File: src/pkg/phone_line_defines.svh
// Purpose: timing counts and constants for the phone line interface control
// Assumes: REF_CLK at 250 MHz
// Notes:   times in milliseconds, cycle counts derived from them
`ifndef PHONE_LINE_DEFINES_SVH
`define PHONE_LINE_DEFINES_SVH

`define CLK_FREQ_HZ        250000000
`define TONE_TIME_MS       1000
`define BLINK_TIME_MS      1000
`define RELEASE_TIME_MS    3000
`define MS_TO_CYCLES(ms)   ((ms) * (`CLK_FREQ_HZ / 1000))
`define TONE_CYCLES        `MS_TO_CYCLES(`TONE_TIME_MS)
`define BLINK_CYCLES       `MS_TO_CYCLES(`BLINK_TIME_MS)
`define RELEASE_CYCLES     `MS_TO_CYCLES(`RELEASE_TIME_MS)
`define RINGS_TO_ANSWER    2
`define MON_SRC_COUNT      5
`define ROUTE_SEND         2'h0
`define ROUTE_PROGRAM      2'h1
`define ROUTE_INTERRUPT    2'h2

`endif

File: src/pkg/phone_line_pkg.sv
// Purpose: types for the phone line interface control
// Assumes: nothing
// Notes:   hook state machine encoding
package phone_line_pkg;

    typedef enum logic [1:0] {
        HOOK_ON,
        HOOK_WAIT_LOOP,
        HOOK_OFF
    } hook_state_t;

endpackage

File: src/rtl/phone_line_ctrl.sv
// Purpose: hook, lamp, tone, routing and monitor mute control for a phone
//          line interface
// Assumes: all front-panel and line inputs asynchronous, two-flop synced
// Notes:   switch inputs are momentary and edge detected after sync
//
// Contract
// - shorted mode strap selects direct-audio mode; its lamp lit meanwhile
// - ringing lamp lit while ring detector reports alerting voltage
// - line-seized lamp steady while loop current detected, normal case
// - direct-audio mode with loop current blinks line-seized lamp
// - seize press in phone mode goes off-hook, one-second tone
// - after seize, stay off-hook with loop current, else timeout release
// - release press in phone mode goes on-hook
// - direct-audio mode ignores switches, always treated off-hook
// - selector: centre sends, left receive to program, right to interrupt
// - cue-feed monitor muted only while a mic talk function is active
// - auto answer after two complete ringing cycles, phone mode only
// - automatic answer sends one-second acknowledgment tone
// - mic-to-phone honoured off-hook in phone mode, always in direct mode
// - mic-to-phone active suspends normal receive and send paths
// - mic-to-phone active mutes cue-feed and main monitor outputs
// - main monitor muted when any of three mic talk functions active
// - five latching monitor selections, any combination, fed as a sum
// - mic-to-cue-feed pressed mutes cue-feed and main monitor outputs
// - mic to main and aux buses mutes main and cue-feed monitors
`timescale 1ns/1ns
`default_nettype none
`include "phone_line_defines.svh"
module phone_line_ctrl
    import phone_line_pkg::*;
#(
    parameter int TONE_CYCLES    = `TONE_CYCLES,
    parameter int BLINK_CYCLES   = `BLINK_CYCLES,
    parameter int RELEASE_CYCLES = `RELEASE_CYCLES,
    parameter int RING_COUNT     = `RINGS_TO_ANSWER,
    parameter int MON_SRCS       = `MON_SRC_COUNT
) (
    input  wire logic                REF_CLK,
    input  wire logic                RST_N,
    input  wire logic                MODE_STRAP_SHORTED,
    input  wire logic                RING_DETECT,
    input  wire logic                LOOP_CURRENT,
    input  wire logic                SEIZE_LINE_SWITCH,
    input  wire logic                RELEASE_LINE_SWITCH,
    input  wire logic                AUTO_ANSWER_ENABLE,
    input  wire logic                PROGRAM_ROUTE_POSITION,
    input  wire logic                INTERRUPT_ROUTE_POSITION,
    input  wire logic                MIC_TO_PHONE_BUTTON,
    input  wire logic                MIC_TO_CUE_FEED_BUTTON,
    input  wire logic                MIC_TO_MAIN_AUX_BUTTON,
    input  wire logic [MON_SRCS-1:0] MONITOR_SELECT_PRESS,
    output var  logic                DIRECT_AUDIO_LAMP,
    output var  logic                RINGING_LAMP,
    output var  logic                LINE_SEIZED_LAMP,
    output var  logic                OFF_HOOK,
    output var  logic                ACK_TONE_ON,
    output var  logic                SEND_PATH_ON,
    output var  logic                RECEIVE_TO_PROGRAM,
    output var  logic                RECEIVE_TO_INTERRUPT,
    output var  logic                MIC_TO_PHONE_ACTIVE,
    output var  logic                CUE_FEED_MONITOR_MUTE,
    output var  logic                MAIN_MONITOR_MUTE,
    output var  logic [MON_SRCS-1:0] MONITOR_SOURCE_SEL
);

    ////////////////////////////////////////////////////////////////////////
    // input synchronisers

    localparam int NIN = 12 + MON_SRCS;

    logic [NIN-1:0] sync1_ff;
    logic [NIN-1:0] sync2_ff;
    logic [NIN-1:0] prev_ff;
    logic [NIN-1:0] raw_in;
    logic [NIN-1:0] rise;

    assign raw_in = {MONITOR_SELECT_PRESS, MIC_TO_MAIN_AUX_BUTTON,
                     MIC_TO_CUE_FEED_BUTTON, MIC_TO_PHONE_BUTTON,
                     INTERRUPT_ROUTE_POSITION, PROGRAM_ROUTE_POSITION,
                     AUTO_ANSWER_ENABLE, RELEASE_LINE_SWITCH,
                     SEIZE_LINE_SWITCH, LOOP_CURRENT, RING_DETECT,
                     MODE_STRAP_SHORTED, 1'b0};

    always_ff @(posedge REF_CLK or negedge RST_N)
    begin
        if (!RST_N)
        begin
            sync1_ff <= '0;
            sync2_ff <= '0;
            prev_ff  <= '0;
        end
        else
        begin
            sync1_ff <= raw_in;
            sync2_ff <= sync1_ff;
            prev_ff  <= sync2_ff;
        end
    end

    assign rise = sync2_ff & ~prev_ff;

    logic direct_mode;
    logic ring_s;
    logic loop_s;
    logic seize_press;
    logic release_press;
    logic auto_en;
    logic pos_program;
    logic pos_interrupt;
    logic talk_phone_btn;
    logic talk_cue_btn;
    logic talk_main_btn;
    logic ring_rise;
    logic ring_fall;
    logic [MON_SRCS-1:0] mon_press;

    assign direct_mode    = sync2_ff[1];
    assign ring_s         = sync2_ff[2];
    assign loop_s         = sync2_ff[3];
    assign seize_press    = rise[4];
    assign release_press  = rise[5];
    assign auto_en        = sync2_ff[6];
    assign pos_program    = sync2_ff[7];
    assign pos_interrupt  = sync2_ff[8];
    assign talk_phone_btn = sync2_ff[9];
    assign talk_cue_btn   = sync2_ff[10];
    assign talk_main_btn  = sync2_ff[11];
    assign mon_press      = rise[NIN-1:12];
    assign ring_rise      = rise[2];
    assign ring_fall      = prev_ff[2] & ~sync2_ff[2];

    ////////////////////////////////////////////////////////////////////////
    // timers

    logic tone_start;
    logic release_start;
    logic release_stop;
    logic release_expired;
    logic tone_running;
    logic blink_expired;
    logic blink_running;

    sync_timer #(.WIDTH(32)) u_tone_timer (
        .clk     (REF_CLK),
        .rst_n   (RST_N),
        .start   (tone_start),
        .stop    (1'b0),
        .load    (32'(TONE_CYCLES)),
        .running (tone_running),
        .expired ()
    );

    sync_timer #(.WIDTH(32)) u_release_timer (
        .clk     (REF_CLK),
        .rst_n   (RST_N),
        .start   (release_start),
        .stop    (release_stop),
        .load    (32'(RELEASE_CYCLES)),
        .running (),
        .expired (release_expired)
    );

    // free-running half-period timer for the blink cadence
    sync_timer #(.WIDTH(32)) u_blink_timer (
        .clk     (REF_CLK),
        .rst_n   (RST_N),
        .start   (~blink_running),
        .stop    (1'b0),
        .load    (32'(BLINK_CYCLES / 2)),
        .running (blink_running),
        .expired (blink_expired)
    );

    ////////////////////////////////////////////////////////////////////////
    // ring cycle counter for auto answer

    logic [3:0]  ring_cnt_ff;
    logic        auto_answer;
    hook_state_t state_ff;

    always_ff @(posedge REF_CLK or negedge RST_N)
    begin
        if (!RST_N)
        begin
            ring_cnt_ff <= '0;
        end
        else if (direct_mode || !auto_en || state_ff != HOOK_ON)
        begin
            ring_cnt_ff <= '0;
        end
        else if (ring_fall)
        begin
            ring_cnt_ff <= ring_cnt_ff + 4'h1;
        end
    end

    assign auto_answer = !direct_mode && auto_en && state_ff == HOOK_ON &&
                         ring_cnt_ff >= 4'(RING_COUNT);

    ////////////////////////////////////////////////////////////////////////
    // hook state machine

    hook_state_t nxt_state;

    always_comb
    begin
        nxt_state     = state_ff;
        tone_start    = 1'b0;
        release_start = 1'b0;
        release_stop  = 1'b0;
        unique case (state_ff)
            HOOK_ON:
            begin
                if (!direct_mode && seize_press)
                begin
                    nxt_state     = HOOK_WAIT_LOOP;
                    tone_start    = 1'b1;
                    release_start = 1'b1;
                end
                else if (auto_answer)
                begin
                    nxt_state     = HOOK_WAIT_LOOP;
                    tone_start    = 1'b1;
                    release_start = 1'b1;
                end
            end
            HOOK_WAIT_LOOP:
            begin
                if (!direct_mode && release_press)
                begin
                    nxt_state    = HOOK_ON;
                    release_stop = 1'b1;
                end
                else if (direct_mode || loop_s)
                begin
                    nxt_state    = HOOK_OFF;
                    release_stop = 1'b1;
                end
                else if (release_expired)
                begin
                    nxt_state = HOOK_ON;
                end
            end
            HOOK_OFF:
            begin
                if (!direct_mode && (release_press || !loop_s))
                begin
                    nxt_state = HOOK_ON;
                end
            end
        endcase
    end

    always_ff @(posedge REF_CLK or negedge RST_N)
    begin
        if (!RST_N)
        begin
            state_ff <= HOOK_ON;
        end
        else
        begin
            state_ff <= nxt_state;
        end
    end

    logic off_hook;

    assign off_hook = direct_mode || state_ff != HOOK_ON;

    ////////////////////////////////////////////////////////////////////////
    // lamps

    logic blink_ff;

    always_ff @(posedge REF_CLK or negedge RST_N)
    begin
        if (!RST_N)
        begin
            blink_ff <= 1'b0;
        end
        else if (blink_expired)
        begin
            blink_ff <= ~blink_ff;
        end
    end

    always_ff @(posedge REF_CLK or negedge RST_N)
    begin
        if (!RST_N)
        begin
            DIRECT_AUDIO_LAMP <= 1'b0;
            RINGING_LAMP      <= 1'b0;
            LINE_SEIZED_LAMP  <= 1'b0;
            OFF_HOOK          <= 1'b0;
            ACK_TONE_ON       <= 1'b0;
        end
        else
        begin
            DIRECT_AUDIO_LAMP <= direct_mode;
            RINGING_LAMP      <= ring_s;
            LINE_SEIZED_LAMP  <= loop_s &
                                 (blink_ff | ~direct_mode);
            OFF_HOOK    <= off_hook;
            ACK_TONE_ON <= tone_running && !direct_mode;
        end
    end

    ////////////////////////////////////////////////////////////////////////
    // talk functions and routing

    logic talk_phone;
    logic any_talk;

    assign talk_phone = talk_phone_btn && off_hook;
    assign any_talk   = talk_phone || talk_cue_btn || talk_main_btn;

    always_ff @(posedge REF_CLK or negedge RST_N)
    begin
        if (!RST_N)
        begin
            SEND_PATH_ON         <= 1'b0;
            RECEIVE_TO_PROGRAM   <= 1'b0;
            RECEIVE_TO_INTERRUPT <= 1'b0;
            MIC_TO_PHONE_ACTIVE  <= 1'b0;
        end
        else
        begin
            MIC_TO_PHONE_ACTIVE <= talk_phone;
            SEND_PATH_ON <= !talk_phone && !pos_program &&
                            !pos_interrupt;
            RECEIVE_TO_PROGRAM   <= !talk_phone && pos_program;
            RECEIVE_TO_INTERRUPT <= !talk_phone && !pos_program &&
                                    pos_interrupt;
        end
    end

    ////////////////////////////////////////////////////////////////////////
    // monitor mutes and source selection

    always_ff @(posedge REF_CLK or negedge RST_N)
    begin
        if (!RST_N)
        begin
            CUE_FEED_MONITOR_MUTE <= 1'b0;
            MAIN_MONITOR_MUTE     <= 1'b0;
        end
        else
        begin
            CUE_FEED_MONITOR_MUTE <= any_talk;
            MAIN_MONITOR_MUTE     <= any_talk;
        end
    end

    // each press toggles a latch; any mix may be on at once
    always_ff @(posedge REF_CLK or negedge RST_N)
    begin
        if (!RST_N)
        begin
            MONITOR_SOURCE_SEL <= '0;
        end
        else
        begin
            MONITOR_SOURCE_SEL <= MONITOR_SOURCE_SEL ^ mon_press;
        end
    end

endmodule // phone_line_ctrl
`default_nettype wire

File: src/rtl/sync_timer.sv
// Purpose: loadable down counter that reports expiry
// Assumes: single clock, asynchronous active-low reset
// Notes:   expired pulses one cycle after the count reaches one
`timescale 1ns/1ns
`default_nettype none
module sync_timer #(
    parameter int WIDTH = 32
) (
    input  wire logic             clk,
    input  wire logic             rst_n,
    input  wire logic             start,
    input  wire logic             stop,
    input  wire logic [WIDTH-1:0] load,
    output var  logic             running,
    output var  logic             expired
);

    logic [WIDTH-1:0] count_ff;

    always_ff @(posedge clk or negedge rst_n)
    begin
        if (!rst_n)
        begin
            count_ff <= '0;
            running  <= 1'b0;
            expired  <= 1'b0;
        end
        else
        begin
            expired <= 1'b0;
            if (start)
            begin
                count_ff <= load;
                running  <= 1'b1;
            end
            else if (stop)
            begin
                running <= 1'b0;
            end
            else if (running)
            begin
                if (count_ff <= 1)
                begin
                    running <= 1'b0;
                    expired <= 1'b1;
                end
                else
                begin
                    count_ff <= count_ff - 1'b1;
                end
            end
        end
    end

endmodule // sync_timer
`default_nettype wire

File: config.mk
export PLATFORM = sky130hd
export DESIGN_NAME = phone_line_ctrl
export DESIGN_NICKNAME = d
export VERILOG_FILES = /design/src/pkg/phone_line_pkg.sv /design/src/rtl/phone_line_ctrl.sv /design/src/rtl/sync_timer.sv
export VERILOG_INCLUDE_DIRS = /design/src /design/src/pkg
export SDC_FILE = /design/constraint.sdc
export NUM_CORES = 1
export LEC_CHECK = 0
export ABC_AREA = 1
export BUFFER_PORTS_ARGS = -buffer_cell sky130_fd_sc_hd__buf_2
export CORE_MARGIN = 3
export CORE_UTILIZATION = 56
export DETAILED_ROUTE_END_ITERATION = 16
export HOLD_SLACK_MARGIN = 0.02
export PLACE_DENSITY = 0.77
export SYNTH_ARGS = -nofsm -noshare
export SYNTH_HDL_FRONTEND = slang
export SYNTH_SLANG_ARGS = --single-unit
File: constraint.sdc
create_clock -name REF_CLK -period 2.05 [get_ports REF_CLK]
set_clock_uncertainty 0.05 [all_clocks]
set_input_delay 0.615 -clock REF_CLK [delete_from_list [all_inputs] [get_ports REF_CLK]]
set_output_delay 0.615 -clock REF_CLK [all_outputs]
set_load 0.1 [all_outputs]
==> flow_metrics.py, run 1 <==
metrics = {
    "worst_setup_path": {
        "rr_worst_depth": 8,
        "crit_type": "reg2reg",
        "end_kind": "register",
        "start_kind": "register",
        "required_ps": 2380,
        "worst_ep_arrival_time_ps": 2340,
        "cp_max_fo": 8,
    },
    "power": {
        "power.density_mw_per_mm2": 1340,
        "vdd_ir_drop_max_mv": 0.839,
        "p_leak_nw": 5.05,
        "p_total_mw": 13.6,
    },
    "sta": {
        "slew_headroom": 0.659,
        "finalCritPeriodShare": 0.980,
        "fmax_mhz": 498,
        "finalWorstSetupSlack_ps": 40.1,
        "fin_crit_ps": 2010,
        "finalHoldViolCount": 0,
        "timing.setup.tns_ps": 0,
        "tightest_slew_ps": 511,
        "setup_violations": 0,
        "slew_violations": 0,
        "holdWs_ps": 232,
    },
    "synth": {
        "ys_seq_area_frac": 0.466,
        "yosys.area.top_type": "dfrtp_1",
        "syn_avg_cell_area_sq_um": 7.51,
        "ys_types": 37,
        "syn_area_sq_mm": 0.00870,
        "syn-instance-count": 1158,
        "synth_seq_cells": 162,
        "synthFlopType": "dfrtp_1",
        "synth_top_area_frac": 0.466,
        "ys_top_cells_by_area": "dfrtp_1 47%, nand2_1 15%, nor2_1 11%",
        "synth_edf_count": 0,
        "synth_nets": 1187,
        "synthArstFlopShare": 1.00,
        "yosysWarnings": 0,
    },
    "cts": {
        "max-clock-path-buffers": 2,
        "cts_tree": "done",
        "cts_root_buf": "clkbuf_16",
        "cts_max_level": 4,
        "clock_latency_ps": 430,
        "clkSinkCount": 162,
        "numCtsBuffers": 17,
        "clkTransAtPathRegs_ps": 70,
    },
    "floorplan": {
        "start_util": 0.585,
        "fp.dieH_um": 131,
        "fp-row-count": 44,
        "dieArea_sq_mm": 0.0171,
        "core_area_sq_mm": 0.0149,
        "fp.dieW_um": 131,
        "io_pins": 34,
    },
    "global_routing": {
        "overflow": 0,
        "track_usage": 0.249,
        "antenna_found_initial": 0,
        "grt_pass1_vias": 7282,
        "grt_max_degree": 50,
        "grt_pass1_wl_mm": 34.1,
    },
    "finish": {
        "n_antenna_cell": 0,
        "fin_nets": 1257,
        "area_delta_synth_final_pct": 16.0,
        "design_area_sq_mm": 0.0101,
        "drive_gt1_frac": 0.135,
        "instances_no_fill": 1425,
        "utilization": 0.679,
    },
    "route": {
        "drt_pass1_iterations": 7,
        "antenna_left": 0,
        "vias": 7647,
        "routed_wl_mm": 21.2,
        "wl_per_cell_um": 14.9,
        "post-route-drc-count": 0,
        "vias_per_cell": 5.37,
        "drtIter0Drc": 788,
    },
    "placement": {
        "placed_cells": 1377,
        "place_ws_ps": -27.8,
        "dp_hpwl_mm": 13.6,
        "gp_congestion": 0.951,
        "place_area_sq_mm": 0.00921,
        "portBuffers": 33,
    },
    "outcome": {
        "status": "finished clean",
    },
    "worst_hold_path": {
        "hp-class": "in2reg",
        "holdPathStages": 1,
    },
    "run": {
        "drv_cap": 0,
    },
}
power breakdown:
group	switching, mW	internal [mW]	total, mW
registers	0.686	3.83	4.51
logic	3.97	1.89	5.86
clock network	1.45	1.73	3.19
total	6.11	7.45	13.6
sequential cells by signal, indices dropped and copies added (netlist names), 2 cells and up:
name / flops
prev_ff: 9
ring_cnt_ff: 4
u_release_timer.count_ff: 32
sync2_ff: 16
u_tone_timer.count_ff: 32
sync1_ff: 16
state_ff: 2
MONITOR_SOURCE_SEL: 5
u_blink_timer.count_ff: 32
layout by cell type (no fill, tap or decap), types with 6 or more instances in the layout:
| cell type | synthesis | final |
|---|---|---|
| nand4_1 | 21 | 21 |
| xor2_1 | 30 | 30 |
| inv_1 | 99 | 97 |
| buf_2 | 12 | 32 |
| xnor2_1 | 16 | 16 |
| ha_1 | 11 | 9 |
| or2_2 | 6 | 6 |
| nand3_1 | 96 | 95 |
| buf_12 | 0 | 11 |
| clkbuf_16 | 0 | 18 |
| buf_4 | 4 | 27 |
| dfrtp_1 | 162 | 162 |
| nor2_1 | 250 | 247 |
| nor2_2 | 7 | 9 |
| nor2_4 | 6 | 9 |
| o21ai_2 | 16 | 16 |
| o21ai_0 | 15 | 15 |
| nand2_1 | 339 | 339 |
| nor3_1 | 19 | 19 |
cells in the mapped netlist, types with 2 or more instances:
cell type / count
nand2_1: 339
nor2_1: 250
dfrtp_1: 162
inv_1: 99
nand3_1: 96
xor2_1: 30
nand4_1: 21
nor3_1: 19
o21ai_2: 16
xnor2_1: 16
o21ai_0: 15
buf_2: 12
ha_1: 11
buf_6: 7
nand2_2: 7
nor2_2: 7
nor2_4: 6
or2_2: 6
o21bai_1: 5
a21oi_1: 4
buf_4: 4
o21ai_1: 4
clkbuf_1: 3
inv_2: 3
nand3b_1: 3
nor4_1: 2
routing by layer:
| metal | global-route usage | routed length [um] | up-vias |
|---|---|---|---|
| met5 | 0 | 0 | - |
| met4 | 0.101 | 671 | 0 |
| met3 | 0.0407 | 1210 | 65 |
| met2 | 0.415 | 10300 | 268 |
| met1 | 0.325 | 9070 | 3561 |
| li1 | - | - | 3753 |
critical path, cell delays in order, from the launching register on:
cell	delay, ps
dfrtp_1	400
inv_1	150
ha_1	200
inv_1	90
o21ai_2	410
nor2_4	190
nor2_4	290
nand2_1	90
nand2_1	70
final cells by class:
class / count / area, sq um
fill: 1156 / 4770
multi-input combinational: 871 / 4180
sequential: 162 / 4050
timing repair buffer: 74 / 641
clock buffer: 17 / 425
inverter: 102 / 394
tap: 184 / 230
clock inverter: 15 / 165
worst paths after layout:
| kind | startpoint | end | slack (ps) |
|---|---|---|---|
| max in group asynchronous | RST_N | u_blink_timer.count_ff[21]$_DFFE_PN0N_ | 830 |
| min in group asynchronous | RST_N | sync2_ff[15]$_DFF_PN0_ | 580 |
| worst max register to register | state_ff[1]$_DFFE_PN0P_ | u_release_timer.count_ff[18]$_DFFE_PN0P_ | 40 |
| worst max-delay path | state_ff[1]$_DFFE_PN0P_ | u_release_timer.count_ff[18]$_DFFE_PN0P_ | 40 |
| worst min-delay path | RING_DETECT | sync1_ff[2]$_DFF_PN0_ | 230 |
| worst min register to register | sync1_ff[13]$_DFF_PN0_ | sync2_ff[13]$_DFF_PN0_ | 300 |
cell families after synthesis:
| kind of cell | Yosys count | share of synthesized area |
|---|---|---|
| buffers and inverters | 129 | 0.0653 |
| flip-flops | 162 | 0.466 |
| adder cells (fa/ha/maj) | 11 | 0.0158 |
| AO/OA/AOI/OAI | 48 | 0.0382 |
| XOR/XNOR | 46 | 0.0463 |
| AND/OR/NAND/NOR | 762 | 0.369 |
repair_timing:
item                                    in CTS  in global routing
pin swaps                                    0                  9
cloned                                       1                  4
endpoints found under the setup margin      42                 64
hold buffers                                 1                  0
buffers inserted                             0                 10
gates resized for setup                      4                 17
endpoints found under the hold margin       20                  0
Power figures use the tool's default switching activity.
==> run 2: changes to the inputs <==
--- a/config.mk
+++ b/config.mk
@@ -11,6 +11,7 @@
 export CORE_MARGIN = 3
 export CORE_UTILIZATION = 56
 export DETAILED_ROUTE_END_ITERATION = 16
+export GPL_TIMING_DRIVEN = 0
 export HOLD_SLACK_MARGIN = 0.02
 export PLACE_DENSITY = 0.77
 export SYNTH_ARGS = -nofsm -noshare
==> run 2 against run 1 <==
Count of clock-buffer cells in the layout stayed put; non-clock buffer count is 1 lower; first-iteration DRC count is 24% lower; worst setup slack better by 12 ps; register-to-register slack hardly changed; global-route usage is 0.25 points higher; via count is 0.13% lower; wire length is 2.9% lower; critical path type unchanged.
==> flow_metrics.py, run 2 (synthesis gave the netlist of run 1 again) <==
metrics = {
    "route": {
        "antenna_left": 0,
        "post-route-drc-count": 0,
        "drtIter0Drc": 601,
        "routed_wl_mm": 20.6,
        "wl_per_cell_um": 14.5,
        "vias_per_cell": 5.38,
        "drt_pass1_iterations": 5,
        "vias": 7637,
    },
    "placement": {
        "portBuffers": 33,
        "dp_hpwl_mm": 14.5,
        "place_ws_ps": -171,
        "gp_congestion": 0.956,
        "place_area_sq_mm": 0.00914,
    },
    "cts": {
        "cts_root_buf": "clkbuf_16",
        "clock_latency_ps": 420,
        "cts_tree": "done",
        "cts_max_level": 4,
        "max-clock-path-buffers": 2,
        "numCtsBuffers": 17,
        "clkTransAtPathRegs_ps": 70,
        "clkSinkCount": 162,
        "cts_hold_buf": 0,
    },
    "worst_hold_path": {
        "hp-class": "in2async",
    },
    "floorplan": {
        "fp-row-count": 44,
        "core_area_sq_mm": 0.0149,
        "fp.dieW_um": 131,
        "start_util": 0.585,
        "dieArea_sq_mm": 0.0171,
        "fp.dieH_um": 131,
        "io_pins": 34,
    },
    "finish": {
        "final_cell_mix": "339 x nand2_1, 246 x nor2_1, 161 x dfrtp_1",
        "reg.largest.list": "u_blink_timer.count_ff: 32 flops, u_release_timer.count_ff: 32 flops, u_tone_timer.count_ff: 32 flops",
        "area_delta_synth_final_pct": 13.9,
        "final_common_cell": "nand2_1",
        "fin_nets": 1252,
        "ff_latch_area_sq_mm": 0.00406,
        "design_area_sq_mm": 0.00992,
        "fill_cells": 1261,
        "n_antenna_cell": 0,
        "drive_gt1_frac": 0.134,
        "multi_input_area_sq_mm": 0.00413,
    },
    "global_routing": {
        "overflow": 0,
        "track_usage": 0.251,
        "grt_max_degree": 98,
        "antenna_found_initial": 0,
        "grt_pass1_wl_mm": 33.9,
        "grt_pass1_vias": 7143,
    },
    "worst_setup_path": {
        "worstPathCellList": "inv_2 -> ha_2 -> buf_6 -> o21ai_1 -> nor2_1 -> nand3_2 -> nor2_4 -> nor2_4 -> nor2_8 -> clkbuf_16 -> nand2_1 -> nand2_1",
        "crit_type": "reg2reg",
        "worst_ep_arrival_time_ps": 2310,
        "path_delay_family": "simple AND/OR/NAND/NOR gates",
        "end_kind": "register",
        "start_kind": "register",
        "max_stage_delay_ps": 410,
        "required_ps": 2360,
        "cp_max_fo": 8,
        "cp_num_buf_inv": 3,
        "slowest_stage": "dfrtp_1",
    },
    "outcome": {
        "status": "finished clean",
    },
    "power": {
        "vdd_ir_drop_max_mv": 0.807,
        "power.density_mw_per_mm2": 1330,
        "p_leak_nw": 4.95,
    },
    "run": {
        "drv_cap": 0,
    },
    "sta": {
        "tightest_slew_ps": 520,
        "fmax_mhz": 501,
        "slew_headroom": 0.654,
        "setup_violations": 0,
        "fin_crit_ps": 2000,
        "holdWs_ps": 71.3,
        "finalHoldViolCount": 0,
        "finalCritPeriodShare": 0.975,
        "slew_violations": 0,
        "finalWorstSetupSlack_ps": 52.1,
    },
}
[run 2: cell types whose count changed in the layout (fill, tap and decap cells not counted), moves of 3 or more]
cell | before | now
buf_12 | 11 | 0
buf_2 | 32 | 38
buf_4 | 27 | 14
buf_6 | 2 | 14
clkbuf_1 | 0 | 3
nor2_4 | 9 | 6
[run 2: where the power goes]
| part | total, mW | switching [mW] | internal [mW] | leakage, nW |
|---|---|---|---|---|
| Clock | 3.08 | 1.37 | 1.70 | 0.276 |
| Combinational | 5.58 | 3.77 | 1.81 | 2.67 |
| Sequential | 4.56 | 0.725 | 3.83 | 2.00 |
| Total | 13.2 | 5.87 | 7.34 | 4.95 |
[run 2: routing by layer]
layer  global-route usage  up-vias  wire, um
met4               0.0932        0       556
li1                     -     3750         -
met5                    0        -         0
met1                0.325     3622      9020
met2                0.422      219     10100
met3               0.0488       46       951
[run 2: per-stage QoR]
stage / power, mW / TNS (ps) / util / cells
final: 13.2 / 0 / 0.667 / 1420
after global routing: 14.2 / -282 / 0.667 / 1420
after CTS: 13.0 / 0 / 0.655 / 1409
after detailed placement: 9.77 / -3890 / 0.615 / 1376
after global placement: 9.63 / -335620 / 0.612 / 1375
after floorplan: 8.56 / 0 / - / 1158
[run 2: final timing paths]
check / cells after the start / slack [ps] / startpoint / endpoint
hold / removal: 1 / 70 / RST_N / prev_ff[12]$_DFF_PN0_
max in group asynchronous: 2 / 1070 / RST_N / u_release_timer.count_ff[17]$_DFFE_PN0P_
setup reg to reg: 12 / 50 / u_release_timer.count_ff[0]$_DFFE_PN0P_ / u_release_timer.count_ff[6]$_DFFE_PN0P_
min in group REF_CLK: 1 / 240 / MONITOR_SELECT_PRESS[2] / sync1_ff[14]$_DFF_PN0_
setup / recovery: 12 / 50 / u_release_timer.count_ff[0]$_DFFE_PN0P_ / u_release_timer.count_ff[6]$_DFFE_PN0P_
hold reg to reg: 0 / 300 / sync1_ff[12]$_DFF_PN0_ / sync2_ff[12]$_DFF_PN0_
[run 2: cell type report]
class,count,area share
Tap cell,184,0.0232
Sequential cell,162,0.409
Timing Repair Buffer,46,0.0321
Buffer,27,0.0231
Clock buffer,17,0.0429
Inverter,102,0.0391
Clock inverter,15,0.0146
Multi-Input combinational cell,867,0.416
[run 2: worst register-to-register path: cells and delay by family, from the launching register on]
| family | cells | cell delay (ps) |
|---|---|---|
| AO/OA/AOI/OAI | 1 | 60 |
| adder cells (fa/ha/maj) | 1 | 170 |
| buffers and inverters | 3 | 390 |
| flip-flops | 1 | 410 |
| AND/OR/NAND/NOR | 7 | 870 |
[run 2: what timing repair did]
action | 4_1_cts | 5_1_grt
pin swaps | 1 | 7
setup endpoints to repair | 49 | 87
cloned | 0 | 3
setup buffers | 1 | 8
gates resized for setup | 6 | 36
